==> src/verilog/itcx_pkg.sv <==
package itcx_pkg;

  // Instruction codes, ten bits wide
  localparam int unsigned        OP_W                   = 10;
  localparam logic [OP_W-1:0]    OP_IRQ_OFF             = 10'h004;
  localparam logic [OP_W-1:0]    OP_IRQ_ON              = 10'h005;
  localparam logic [OP_W-1:0]    OP_SKIP_EXT0_FLAG      = 10'h038;
  localparam logic [OP_W-1:0]    OP_SKIP_EXT1_FLAG      = 10'h039;
  localparam logic [OP_W-1:0]    OP_SKIP_PIN0_LEVEL     = 10'h03A;
  localparam logic [OP_W-1:0]    OP_SKIP_PIN1_LEVEL     = 10'h03B;
  localparam logic [OP_W-1:0]    OP_COPY_IRQ_ONE_TO_ACC = 10'h054;
  localparam logic [OP_W-1:0]    OP_LOAD_IRQ_ONE        = 10'h03F;
  localparam logic [OP_W-1:0]    OP_COPY_IRQ_TWO_TO_ACC = 10'h055;
  localparam logic [OP_W-1:0]    OP_LOAD_IRQ_TWO        = 10'h03E;
  localparam logic [OP_W-1:0]    OP_COPY_CFG0_TO_ACC    = 10'h253;
  localparam logic [OP_W-1:0]    OP_LOAD_CFG0           = 10'h217;
  localparam logic [OP_W-1:0]    OP_COPY_CFG1_TO_ACC    = 10'h254;
  localparam logic [OP_W-1:0]    OP_LOAD_CFG1           = 10'h218;
  localparam logic [OP_W-1:0]    OP_LOAD_TIMER_PIN      = 10'h2AA;
  localparam logic [OP_W-1:0]    OP_COPY_TMR1_TO_ACC    = 10'h24B;
  localparam logic [OP_W-1:0]    OP_LOAD_TMR1           = 10'h20E;
  localparam logic [OP_W-1:0]    OP_COPY_TMR2_TO_ACC    = 10'h24C;
  localparam logic [OP_W-1:0]    OP_LOAD_TMR2           = 10'h20F;
  localparam logic [OP_W-1:0]    OP_COPY_TMR3_TO_ACC    = 10'h24D;
  localparam logic [OP_W-1:0]    OP_LOAD_TMR3           = 10'h210;
  localparam logic [OP_W-1:0]    OP_COPY_TMR4_TO_ACC    = 10'h24E;
  localparam logic [OP_W-1:0]    OP_LOAD_TMR4           = 10'h211;

  // Control register file indices
  localparam int unsigned        SEL_W                  = 4;
  localparam logic [SEL_W-1:0]   SEL_IRQ_ONE            = 4'h0;
  localparam logic [SEL_W-1:0]   SEL_IRQ_TWO            = 4'h1;
  localparam logic [SEL_W-1:0]   SEL_CFG0               = 4'h2;
  localparam logic [SEL_W-1:0]   SEL_CFG1               = 4'h3;
  localparam logic [SEL_W-1:0]   SEL_TIMER_PIN          = 4'h4;
  localparam logic [SEL_W-1:0]   SEL_TMR1               = 4'h5;
  localparam logic [SEL_W-1:0]   SEL_TMR2               = 4'h6;
  localparam logic [SEL_W-1:0]   SEL_TMR3               = 4'h7;
  localparam logic [SEL_W-1:0]   SEL_TMR4               = 4'h8;
  localparam logic [SEL_W-1:0]   SEL_NONE               = 4'hF;
  localparam int unsigned        NUM_CTRL               = 9;

  // Field positions and reset values
  localparam int unsigned        NIB_W                  = 4;
  localparam int unsigned        EXT0_SKIP_DIS_BIT      = 0;
  localparam int unsigned        EXT1_SKIP_DIS_BIT      = 1;
  localparam int unsigned        LEVEL_SEL_BIT          = 2;
  localparam logic [NIB_W-1:0]   TIMER_PIN_MASK         = 4'h1;
  localparam logic [NIB_W-1:0]   CTRL_RST               = 4'h0;

  // Wishbone register map, byte addresses
  localparam int unsigned        ADR_W                  = 8;
  localparam logic [ADR_W-1:0]   ADR_STATE              = 8'h00;
  localparam logic [ADR_W-1:0]   ADR_IRQ_STAT           = 8'h04;
  localparam logic [ADR_W-1:0]   ADR_IRQ_MASK           = 8'h08;
  localparam logic [ADR_W-1:0]   ADR_IRQ_REGS           = 8'h0C;
  localparam logic [ADR_W-1:0]   ADR_TMR_REGS           = 8'h10;

  // State register fields
  localparam int unsigned        ST_GIE                 = 0;
  localparam int unsigned        ST_EXT0_FLAG           = 1;
  localparam int unsigned        ST_EXT1_FLAG           = 2;
  localparam int unsigned        ST_SKIP_PEND           = 3;
  localparam int unsigned        ST_PIN0                = 4;
  localparam int unsigned        ST_PIN1                = 5;

  // Interrupt status fields
  localparam int unsigned        EVT_W                  = 3;
  localparam int unsigned        EV_EXT0_SET            = 0;
  localparam int unsigned        EV_EXT1_SET            = 1;
  localparam int unsigned        EV_SKIP_TAKEN          = 2;
  localparam logic [EVT_W-1:0]   EVT_RST                = 3'h0;

  typedef enum logic {
    EXEC_RUN,
    EXEC_SKIP
  } itcx_state_t;

endpackage

==> src/verilog/itcx_pin_sync.sv <==
`timescale 1ns/10ps
module itcx_pin_sync
  import itcx_pkg::*;
#(
  parameter int unsigned W = 2
) (
  // Clock and reset
  input  wire logic         clk_i,
  input  wire logic         rst_n_i,
  input  wire logic         ce_i,
  // Pins in, filtered levels out
  input  wire logic [W-1:0] pin_i,
  output logic      [W-1:0] level_o
);

  logic [W-1:0] s1_q;
  logic [W-1:0] s2_q;
  logic [W-1:0] s3_q;

  // Three stages; only the second and third are compared
  always_ff @(posedge clk_i) begin
    if (!rst_n_i) begin
      s1_q <= '0;
      s2_q <= '0;
      s3_q <= '0;
    end else if (ce_i) begin
      s1_q <= pin_i;
      s2_q <= s1_q;
      s3_q <= s2_q;
    end
  end

  // A level counts once two stages agree, which rejects one-cycle glitches
  always_ff @(posedge clk_i) begin
    if (!rst_n_i) begin
      level_o <= '0;
    end else if (ce_i) begin
      for (int i = 0; i < W; i++) begin
        if (s2_q[i] == s3_q[i]) begin
          level_o[i] <= s3_q[i];
        end
      end
    end
  end

endmodule

==> src/verilog/itcx_exec.sv <==
// Function
// - interrupt-off op clears global enable
// - interrupt-on op sets global enable
// - ext0 flag set: skip, then clear
// - ext0 skip-disable set: test is no-op
// - ext1 flag set: skip, then clear
// - ext1 skip-disable set: test is no-op
// - skip when pin0 level matches select
// - skip when pin1 level matches select
// - copy interrupt registers into accumulator
// - load interrupt registers from accumulator
// - load timer pin control from accumulator
// - copy timer controls into accumulator
// - load timer controls from accumulator
// - ext0 flag clear: no skip, unchanged
`timescale 1ns/10ps
module itcx_exec
  import itcx_pkg::*;
(
  // Clock, reset, enable
  input  wire logic             CLK_SYS_I,
  input  wire logic             RST_N_I,
  input  wire logic             CE_I,
  // Instruction issue from sequencer
  input  wire logic             EXEC_STB_I,
  input  wire logic [OP_W-1:0]  OPCODE_I,
  input  wire logic [NIB_W-1:0] ACC_I,
  // Accumulator write back
  output logic                  ACC_WE_O,
  output logic      [NIB_W-1:0] ACC_O,
  // Skip decision to sequencer
  output logic                  SKIP_O,
  // External request events and pins
  input  wire logic             EXT0_EVT_I,
  input  wire logic             EXT1_EVT_I,
  input  wire logic             EXT_IRQ_PIN0_I,
  input  wire logic             EXT_IRQ_PIN1_I,
  // Core state out
  output logic                  GLOBAL_IRQ_ENABLE_O,
  output logic                  EXT0_REQUEST_FLAG_O,
  output logic                  EXT1_REQUEST_FLAG_O,
  output logic      [NIB_W-1:0] IRQ_CTRL_ONE_O,
  output logic      [NIB_W-1:0] IRQ_CTRL_TWO_O,
  output logic      [NIB_W-1:0] EXT_IRQ_CFG_ZERO_O,
  output logic      [NIB_W-1:0] EXT_IRQ_CFG_ONE_O,
  output logic                  TIMER_PIN_CTRL_O,
  output logic      [NIB_W-1:0] TMR_CTRL_ONE_O,
  output logic      [NIB_W-1:0] TMR_CTRL_TWO_O,
  output logic      [NIB_W-1:0] TMR_CTRL_THREE_O,
  output logic      [NIB_W-1:0] TMR_CTRL_FOUR_O,
  // Wishbone slave
  input  wire logic             WB_CYC_I,
  input  wire logic             WB_STB_I,
  input  wire logic             WB_WE_I,
  input  wire logic [ADR_W-1:0] WB_ADR_I,
  input  wire logic [3:0]       WB_SEL_I,
  input  wire logic [31:0]      WB_DAT_I,
  output logic      [31:0]      WB_DAT_O,
  output logic                  WB_ACK_O,
  // Interrupt
  output logic                  IRQ_O
);

  // Register index read by a copy-to-accumulator opcode
  function automatic logic [SEL_W-1:0] read_sel(input logic [OP_W-1:0] op);
    logic [SEL_W-1:0] s;
    s = SEL_NONE;
    if (op == OP_COPY_IRQ_ONE_TO_ACC) begin
      s = SEL_IRQ_ONE;
    end else if (op == OP_COPY_IRQ_TWO_TO_ACC) begin
      s = SEL_IRQ_TWO;
    end else if (op == OP_COPY_CFG0_TO_ACC) begin
      s = SEL_CFG0;
    end else if (op == OP_COPY_CFG1_TO_ACC) begin
      s = SEL_CFG1;
    end else if (op == OP_COPY_TMR1_TO_ACC) begin
      s = SEL_TMR1;
    end else if (op == OP_COPY_TMR2_TO_ACC) begin
      s = SEL_TMR2;
    end else if (op == OP_COPY_TMR3_TO_ACC) begin
      s = SEL_TMR3;
    end else if (op == OP_COPY_TMR4_TO_ACC) begin
      s = SEL_TMR4;
    end
    return s;
  endfunction

  // Register index written by a load-from-accumulator opcode
  function automatic logic [SEL_W-1:0] write_sel(input logic [OP_W-1:0] op);
    logic [SEL_W-1:0] s;
    s = SEL_NONE;
    if (op == OP_LOAD_IRQ_ONE) begin
      s = SEL_IRQ_ONE;
    end else if (op == OP_LOAD_IRQ_TWO) begin
      s = SEL_IRQ_TWO;
    end else if (op == OP_LOAD_CFG0) begin
      s = SEL_CFG0;
    end else if (op == OP_LOAD_CFG1) begin
      s = SEL_CFG1;
    end else if (op == OP_LOAD_TIMER_PIN) begin
      s = SEL_TIMER_PIN;
    end else if (op == OP_LOAD_TMR1) begin
      s = SEL_TMR1;
    end else if (op == OP_LOAD_TMR2) begin
      s = SEL_TMR2;
    end else if (op == OP_LOAD_TMR3) begin
      s = SEL_TMR3;
    end else if (op == OP_LOAD_TMR4) begin
      s = SEL_TMR4;
    end
    return s;
  endfunction

  // Byte-lane merge for Wishbone writes
  function automatic logic [31:0] lane_merge(input logic [31:0] old_v,
                                             input logic [31:0] new_v,
                                             input logic [3:0]  sel);
    logic [31:0] r;
    r = old_v;
    for (int b = 0; b < 4; b++) begin
      if (sel[b]) begin
        r[b*8 +: 8] = new_v[b*8 +: 8];
      end
    end
    return r;
  endfunction

  itcx_state_t      state_q;
  itcx_state_t      state_d;
  logic [NIB_W-1:0] ctrl_q [NUM_CTRL];
  logic             gie_q;
  logic             ext0_flag_q;
  logic             ext1_flag_q;
  logic [1:0]       pin_level;
  logic             run_op;
  logic             skip_now;
  logic             ext0_test_clr;
  logic             ext1_test_clr;
  logic [SEL_W-1:0] rd_idx;
  logic [SEL_W-1:0] wr_idx;
  logic [EVT_W-1:0] irq_stat_q;
  logic [EVT_W-1:0] irq_mask_q;
  logic [EVT_W-1:0] evt;
  logic             wb_req;
  logic             wb_wr;
  logic [31:0]      stat_merge;
  logic [31:0]      mask_merge;

  // Pins come from outside the clock domain
  itcx_pin_sync #(
    .W       (2)
  ) u_pin_sync (
    .clk_i   (CLK_SYS_I),
    .rst_n_i (RST_N_I),
    .ce_i    (CE_I),
    .pin_i   ({EXT_IRQ_PIN1_I, EXT_IRQ_PIN0_I}),
    .level_o (pin_level)
  );

  // Instruction decode; an op issued while skipping is swallowed
  assign run_op = CE_I && EXEC_STB_I && (state_q == EXEC_RUN);
  assign rd_idx = read_sel(OPCODE_I);
  assign wr_idx = write_sel(OPCODE_I);

  // Flag tests clear the flag only when they actually skip
  assign ext0_test_clr = run_op && (OPCODE_I == OP_SKIP_EXT0_FLAG)
                         && !ctrl_q[SEL_IRQ_ONE][EXT0_SKIP_DIS_BIT]
                         && ext0_flag_q;
  assign ext1_test_clr = run_op && (OPCODE_I == OP_SKIP_EXT1_FLAG)
                         && !ctrl_q[SEL_IRQ_ONE][EXT1_SKIP_DIS_BIT]
                         && ext1_flag_q;

  // Skip decision for the next instruction
  always_comb begin
    skip_now = 1'b0;
    if (run_op) begin
      if (OPCODE_I == OP_SKIP_EXT0_FLAG) begin
        skip_now = ext0_test_clr;
      end else if (OPCODE_I == OP_SKIP_EXT1_FLAG) begin
        skip_now = ext1_test_clr;
      end else if (OPCODE_I == OP_SKIP_PIN0_LEVEL) begin
        skip_now = (pin_level[0] == ctrl_q[SEL_CFG0][LEVEL_SEL_BIT]);
      end else if (OPCODE_I == OP_SKIP_PIN1_LEVEL) begin
        skip_now = (pin_level[1] == ctrl_q[SEL_CFG1][LEVEL_SEL_BIT]);
      end
    end
  end

  // Skip sequencer
  always_comb begin
    state_d = state_q;
    case (state_q)
      EXEC_RUN: begin
        if (skip_now) begin
          state_d = EXEC_SKIP;
        end
      end
      EXEC_SKIP: begin
        if (CE_I && EXEC_STB_I) begin
          state_d = EXEC_RUN;
        end
      end
      default: begin
        state_d = EXEC_RUN;
      end
    endcase
  end

  always_ff @(posedge CLK_SYS_I) begin
    if (!RST_N_I) begin
      state_q <= EXEC_RUN;
    end else if (CE_I) begin
      state_q <= state_d;
    end
  end

  // Global interrupt enable
  always_ff @(posedge CLK_SYS_I) begin
    if (!RST_N_I) begin
      gie_q <= 1'b0;
    end else if (run_op) begin
      if (OPCODE_I == OP_IRQ_OFF) begin
        gie_q <= 1'b0;
      end else if (OPCODE_I == OP_IRQ_ON) begin
        gie_q <= 1'b1;
      end
    end
  end

  // Request flags; a new request wins over a same-cycle clear
  always_ff @(posedge CLK_SYS_I) begin
    if (!RST_N_I) begin
      ext0_flag_q <= 1'b0;
      ext1_flag_q <= 1'b0;
    end else if (CE_I) begin
      if (EXT0_EVT_I) begin
        ext0_flag_q <= 1'b1;
      end else if (ext0_test_clr) begin
        ext0_flag_q <= 1'b0;
      end
      if (EXT1_EVT_I) begin
        ext1_flag_q <= 1'b1;
      end else if (ext1_test_clr) begin
        ext1_flag_q <= 1'b0;
      end
    end
  end

  // Control register file loaded from the accumulator
  always_ff @(posedge CLK_SYS_I) begin
    if (!RST_N_I) begin
      for (int i = 0; i < NUM_CTRL; i++) begin
        ctrl_q[i] <= CTRL_RST;
      end
    end else if (run_op && (wr_idx != SEL_NONE)) begin
      if (wr_idx == SEL_TIMER_PIN) begin
        ctrl_q[wr_idx] <= ACC_I & TIMER_PIN_MASK;
      end else begin
        ctrl_q[wr_idx] <= ACC_I;
      end
    end
  end

  // Accumulator write back, one cycle after issue; carry never touched
  always_ff @(posedge CLK_SYS_I) begin
    if (!RST_N_I) begin
      ACC_WE_O <= 1'b0;
      ACC_O    <= CTRL_RST;
    end else if (CE_I) begin
      ACC_WE_O <= run_op && (rd_idx != SEL_NONE);
      if (run_op && (rd_idx != SEL_NONE)) begin
        ACC_O <= ctrl_q[rd_idx];
      end
    end
  end

  // State to the rest of the core
  assign SKIP_O              = (state_q == EXEC_SKIP);
  assign GLOBAL_IRQ_ENABLE_O = gie_q;
  assign EXT0_REQUEST_FLAG_O = ext0_flag_q;
  assign EXT1_REQUEST_FLAG_O = ext1_flag_q;
  assign IRQ_CTRL_ONE_O      = ctrl_q[SEL_IRQ_ONE];
  assign IRQ_CTRL_TWO_O      = ctrl_q[SEL_IRQ_TWO];
  assign EXT_IRQ_CFG_ZERO_O  = ctrl_q[SEL_CFG0];
  assign EXT_IRQ_CFG_ONE_O   = ctrl_q[SEL_CFG1];
  assign TIMER_PIN_CTRL_O    = ctrl_q[SEL_TIMER_PIN][0];
  assign TMR_CTRL_ONE_O      = ctrl_q[SEL_TMR1];
  assign TMR_CTRL_TWO_O      = ctrl_q[SEL_TMR2];
  assign TMR_CTRL_THREE_O    = ctrl_q[SEL_TMR3];
  assign TMR_CTRL_FOUR_O     = ctrl_q[SEL_TMR4];

  // Events for software: flag rising and skip taken
  always_comb begin
    evt                = '0;
    evt[EV_EXT0_SET]   = CE_I && EXT0_EVT_I && !ext0_flag_q;
    evt[EV_EXT1_SET]   = CE_I && EXT1_EVT_I && !ext1_flag_q;
    evt[EV_SKIP_TAKEN] = skip_now;
  end

  // Single-cycle Wishbone answer; ack drops the cycle after it was given
  assign wb_req     = WB_CYC_I && WB_STB_I && !WB_ACK_O;
  assign wb_wr      = wb_req && WB_WE_I;
  assign stat_merge = lane_merge(32'h0000_0000, WB_DAT_I, WB_SEL_I);
  assign mask_merge = lane_merge({29'h0000_0000, irq_mask_q}, WB_DAT_I, WB_SEL_I);

  always_ff @(posedge CLK_SYS_I) begin
    if (!RST_N_I) begin
      WB_ACK_O <= 1'b0;
    end else if (CE_I) begin
      WB_ACK_O <= wb_req;
    end
  end

  // Sticky status, write one to clear; a new event wins over the clear
  always_ff @(posedge CLK_SYS_I) begin
    if (!RST_N_I) begin
      irq_stat_q <= EVT_RST;
    end else if (CE_I) begin
      if (wb_wr && (WB_ADR_I == ADR_IRQ_STAT)) begin
        irq_stat_q <= (irq_stat_q & ~stat_merge[EVT_W-1:0]) | evt;
      end else begin
        irq_stat_q <= irq_stat_q | evt;
      end
    end
  end

  // Mask register
  always_ff @(posedge CLK_SYS_I) begin
    if (!RST_N_I) begin
      irq_mask_q <= EVT_RST;
    end else if (CE_I && wb_wr && (WB_ADR_I == ADR_IRQ_MASK)) begin
      irq_mask_q <= mask_merge[EVT_W-1:0];
    end
  end

  // Read data; unmapped addresses read zero and writes there are dropped
  always_ff @(posedge CLK_SYS_I) begin
    if (!RST_N_I) begin
      WB_DAT_O <= 32'h0000_0000;
    end else if (CE_I && wb_req && !WB_WE_I) begin
      WB_DAT_O <= 32'h0000_0000;
      if (WB_ADR_I == ADR_STATE) begin
        WB_DAT_O[ST_GIE]       <= gie_q;
        WB_DAT_O[ST_EXT0_FLAG] <= ext0_flag_q;
        WB_DAT_O[ST_EXT1_FLAG] <= ext1_flag_q;
        WB_DAT_O[ST_SKIP_PEND] <= (state_q == EXEC_SKIP);
        WB_DAT_O[ST_PIN0]      <= pin_level[0];
        WB_DAT_O[ST_PIN1]      <= pin_level[1];
      end else if (WB_ADR_I == ADR_IRQ_STAT) begin
        WB_DAT_O[EVT_W-1:0] <= irq_stat_q;
      end else if (WB_ADR_I == ADR_IRQ_MASK) begin
        WB_DAT_O[EVT_W-1:0] <= irq_mask_q;
      end else if (WB_ADR_I == ADR_IRQ_REGS) begin
        WB_DAT_O[15:0] <= {ctrl_q[SEL_CFG1], ctrl_q[SEL_CFG0],
                           ctrl_q[SEL_IRQ_TWO], ctrl_q[SEL_IRQ_ONE]};
      end else if (WB_ADR_I == ADR_TMR_REGS) begin
        WB_DAT_O[19:0] <= {ctrl_q[SEL_TMR4], ctrl_q[SEL_TMR3], ctrl_q[SEL_TMR2],
                           ctrl_q[SEL_TMR1], ctrl_q[SEL_TIMER_PIN]};
      end
    end
  end

  // Level interrupt from unmasked sticky bits
  assign IRQ_O = |(irq_stat_q & irq_mask_q);

endmodule

==> config.mk <==
export PLATFORM = sky130hd
export DESIGN_NAME = itcx_exec
export DESIGN_NICKNAME = d
export VERILOG_FILES = /design/src/verilog/itcx_pkg.sv /design/src/verilog/itcx_pin_sync.sv /design/src/verilog/itcx_exec.sv
export SDC_FILE = /design/constraint.sdc
export NUM_CORES = 1
export LEC_CHECK = 0
export BUFFER_PORTS_ARGS = -buffer_cell sky130_fd_sc_hd__buf_2
export CAP_MARGIN = 30
export CELL_PAD_IN_SITES_DETAIL_PLACEMENT = 1
export CELL_PAD_IN_SITES_GLOBAL_PLACEMENT = 1
export CORE_ASPECT_RATIO = 1.75
export CORE_MARGIN = 3
export CORE_UTILIZATION = 30
export CTS_BUF_LIST = sky130_fd_sc_hd__clkbuf_8 sky130_fd_sc_hd__clkbuf_16
export CTS_CLUSTER_DIAMETER = 50
export CTS_CLUSTER_SIZE = 14
export DETAILED_ROUTE_END_ITERATION = 12
export PLACE_DENSITY = 0.7
export SETUP_SLACK_MARGIN = 0.2
export SYNTH_ARGS = -nofsm -noshare
export SYNTH_HDL_FRONTEND = slang
export SYNTH_HIERARCHICAL = 1
export SYNTH_SLANG_ARGS = --single-unit
==> constraint.sdc <==
create_clock -name CLK_SYS_I -period 2.75 [get_ports CLK_SYS_I]
set_input_delay 0.1375 -clock CLK_SYS_I [delete_from_list [all_inputs] [get_ports CLK_SYS_I]]
set_output_delay 0.1375 -clock CLK_SYS_I [all_outputs]
set_load 0.005 [all_outputs]
==> reports/qor.csv <==
metric,value,unit
status,"complete, no violations",
ys.flop_type,dfxtp_1,
holdWs,38.01,ps
final_max_slew_viol_count,0,
clock-sinks,80,
synthTopCellsByCount,"nor2_1 (61), nand2_1 (55), dfxtp_1 (44)",
period_needed,2396,ps
grt.overflow.total,0,
p_int,0.001992,W
drc_errors,0,
stdcell_area,5410,µm²
slew_headroom,47.45,%
p_total,0.002702,W
cp.required,2980,ps
clk_latency,350,ps
ys_types,69,
yosysTopAreaCell,edfxtp_1,
hold_path.class,in2reg,
synth_edf_count,36,
critPathKind,in2reg,
power.density,499.4,nW/µm²
startpoint,OPCODE_I[5],
comb_power_share,8.7,%
io_pins,145,
cts.repair.resized,0,
first_global_vias,4369,
cts_tree,yes,
yosysWarningCount,6,
fp.dieW,98.20,µm
yosys.cell_count.top_type,nor2_1,
fin_cells,766,
vias,4100,
path_max_fanout,9,
cts-root-buf,clkbuf_16,
synth.area.top_cells,"edfxtp_1 (24%), dfxtp_1 (20%), nor2_1 (5.1%)",
ir_worst_vdd,0.2647,mV
worst_slew_pin_slew,781.0,ps
die_h,167.4,µm
nNetsFinal,650,
finalSetupViolCount,0,
cp_data_arrival_time,2630,ps
grt_setup_unrepaired,no,
place_area,5130,µm²
cp-start-kind,input port,
gp_congestion,0.8675,
switching_share,26.28,%
wl,15.70,mm
end_kind,flip-flop,
drt-vias-per-instance,5.352,
cap_violations,0,
fin_setup_tns,0,ps
clk_pin_slew,60,ps
async_flop_share,0,%
hpwl,12.47,mm
initial_core_util,30.90,%
postCtsSetupBuffers,0,
grt_antenna_before_repair,0,
ctsHoldBuffers,0,
leakage,2.091,nW
wl_met3,581,µm
diodes,0,
wire_per_inst,20.50,µm
netlist_area,4463,µm²
routed-wl-met2,8.874,mm
power_frac_clock,42.2,%
p_sw,0.0007101,W
groute.usage.overall,18.87,%
min-delay-start,EXT_IRQ_PIN1_I,
wl_met1,5.476,mm
port_buffers,100,
skew,9.199,ps
area_growth,21.22,%
postRouteAntennaNets,0,
cts_buffers,9,
hold_violations,0,
max_clock_freq,0.4173,GHz
highest_layer,met4,
grt_max_degree,40,
cts_max_path_buffers,2,
coreArea,14440,µm²
drive_gt1_share,27.47,%
synth_area_per_cell,9.337,µm²
dr.pass1.iters,5,
num_rows,58,
dr.first_iter.drc_count,123,
dp_cells,750,
cts.htree.levels,3,
ys_ff_latch,80,
seqPwrFrac,49.1,%
ys_seq_area_share,43.96,%
reg2reg_from,WB_ACK_O,
min_period_over_period,87.14,%
synth_top_area_share,24.22,%
dieArea,16430,µm²
synth_cells,478,
grt_pass1_wl,23.98,mm
## cells in the final DEF (no fill, tap or decap), types with 4 or more instances in the layout
cell,n
buf_2,100
nor2_1,61
nand2_1,55
dfxtp_1,44
edfxtp_1,36
o21ai_0,23
nand3_1,17
a21boi_0,15
conb_1,15
mux2i_1,14
buf_4,13
nor2b_1,12
and2_1,12
a22oi_1,12
mux2_2,10
a21oi_1,9
clkbuf_16,9
inv_1,8
nor3_1,8
nand4_1,6
a221oi_1,6
nand2b_1,5
o21a_1,5
or2_2,4
nor3b_1,4
a222oi_1,4
o2111ai_1,4
## power by group through the flow
stage / Clock [W] / Combinational [W] / Sequential [W]
floorplan: 0 / 0.000145 / 0.00133
global route: 0.00120 / 0.000259 / 0.00133
CTS: 0.00115 / 0.000236 / 0.00133
finish: 0.00114 / 0.000236 / 0.00133
detailed placement: 0 / 0.000235 / 0.00135
global placement: 0 / 0.000227 / 0.00135
## worst paths after layout
kind         cells after the start  slack (ps)                 end
max                              8         350            ACC_O[0]
min reg2reg                      2         460        WB_DAT_O[19]
min                              3          40  u_pin_sync/s1_q[1]
max reg2reg                      5         810         WB_DAT_O[9]
## cells by family (layout without fill, tap and decap cells)
family / Yosys count / in the layout / share of synthesized area [%]
simple gates: 221 / 221 / 26.55
compound gates: 102 / 102 / 16.85
flops: 80 / 80 / 43.96
buf+inv: 43 / 137 / 5.355
mux: 27 / 27 / 6.420
xor+xnor: 4 / 4 / 0.7851
other cells: 1 / 15 / 0.08402
## worst max-delay path, cell delays in order
cell	delay (ps)
buf_2	150
or4b_4	580
nor4_2	310
nand2b_1	210
mux2_2	360
a2111oi_1	630
buf_4	210
nor2_1	40
## cell type report
| type | instances | area [µm²] |
|---|---|---|
| fill | 1723 | 9031 |
| inverter | 8 | 30.03 |
| clock inverter | 7 | 53.80 |
| clock buffer | 9 | 225.2 |
| tap | 180 | 225.2 |
| multi-input combinational | 369 | 2316 |
| timing repair buffer | 113 | 598.1 |
| sequential | 80 | 1962 |
## sequential cells by signal, summed over array words and instances, names as in the netlist, 2 cells and up
register            cells
u_pin_sync/s1_q         2
u_pin_sync/level_o      2
u_pin_sync/s3_q         2
irq_stat_q              3
WB_DAT_O               20
u_pin_sync/s2_q         2
ACC_O                   4
irq_mask_q              3
ctrl_q                 36
## metal layers
metal | up-vias | track usage (%)
met5 | - | 0
met4 | 0 | 10.76
met3 | 39 | 3.293
met2 | 112 | 37.33
met1 | 2022 | 17.54
li1 | 1927 | -
## through the flow
| stage | util [%] | setup WS, ps |
|---|---|---|
| after floorplan | - | 417.9 |
| after global placement | 35.52 | -66.39 |
| after detailed placement | 35.52 | -106.9 |
| after CTS | 37.45 | 255.2 |
| after global routing | 37.46 | 297.4 |
| final | 37.46 | 353.6 |
No activity file was read; power rests on OpenSTA's default activity.
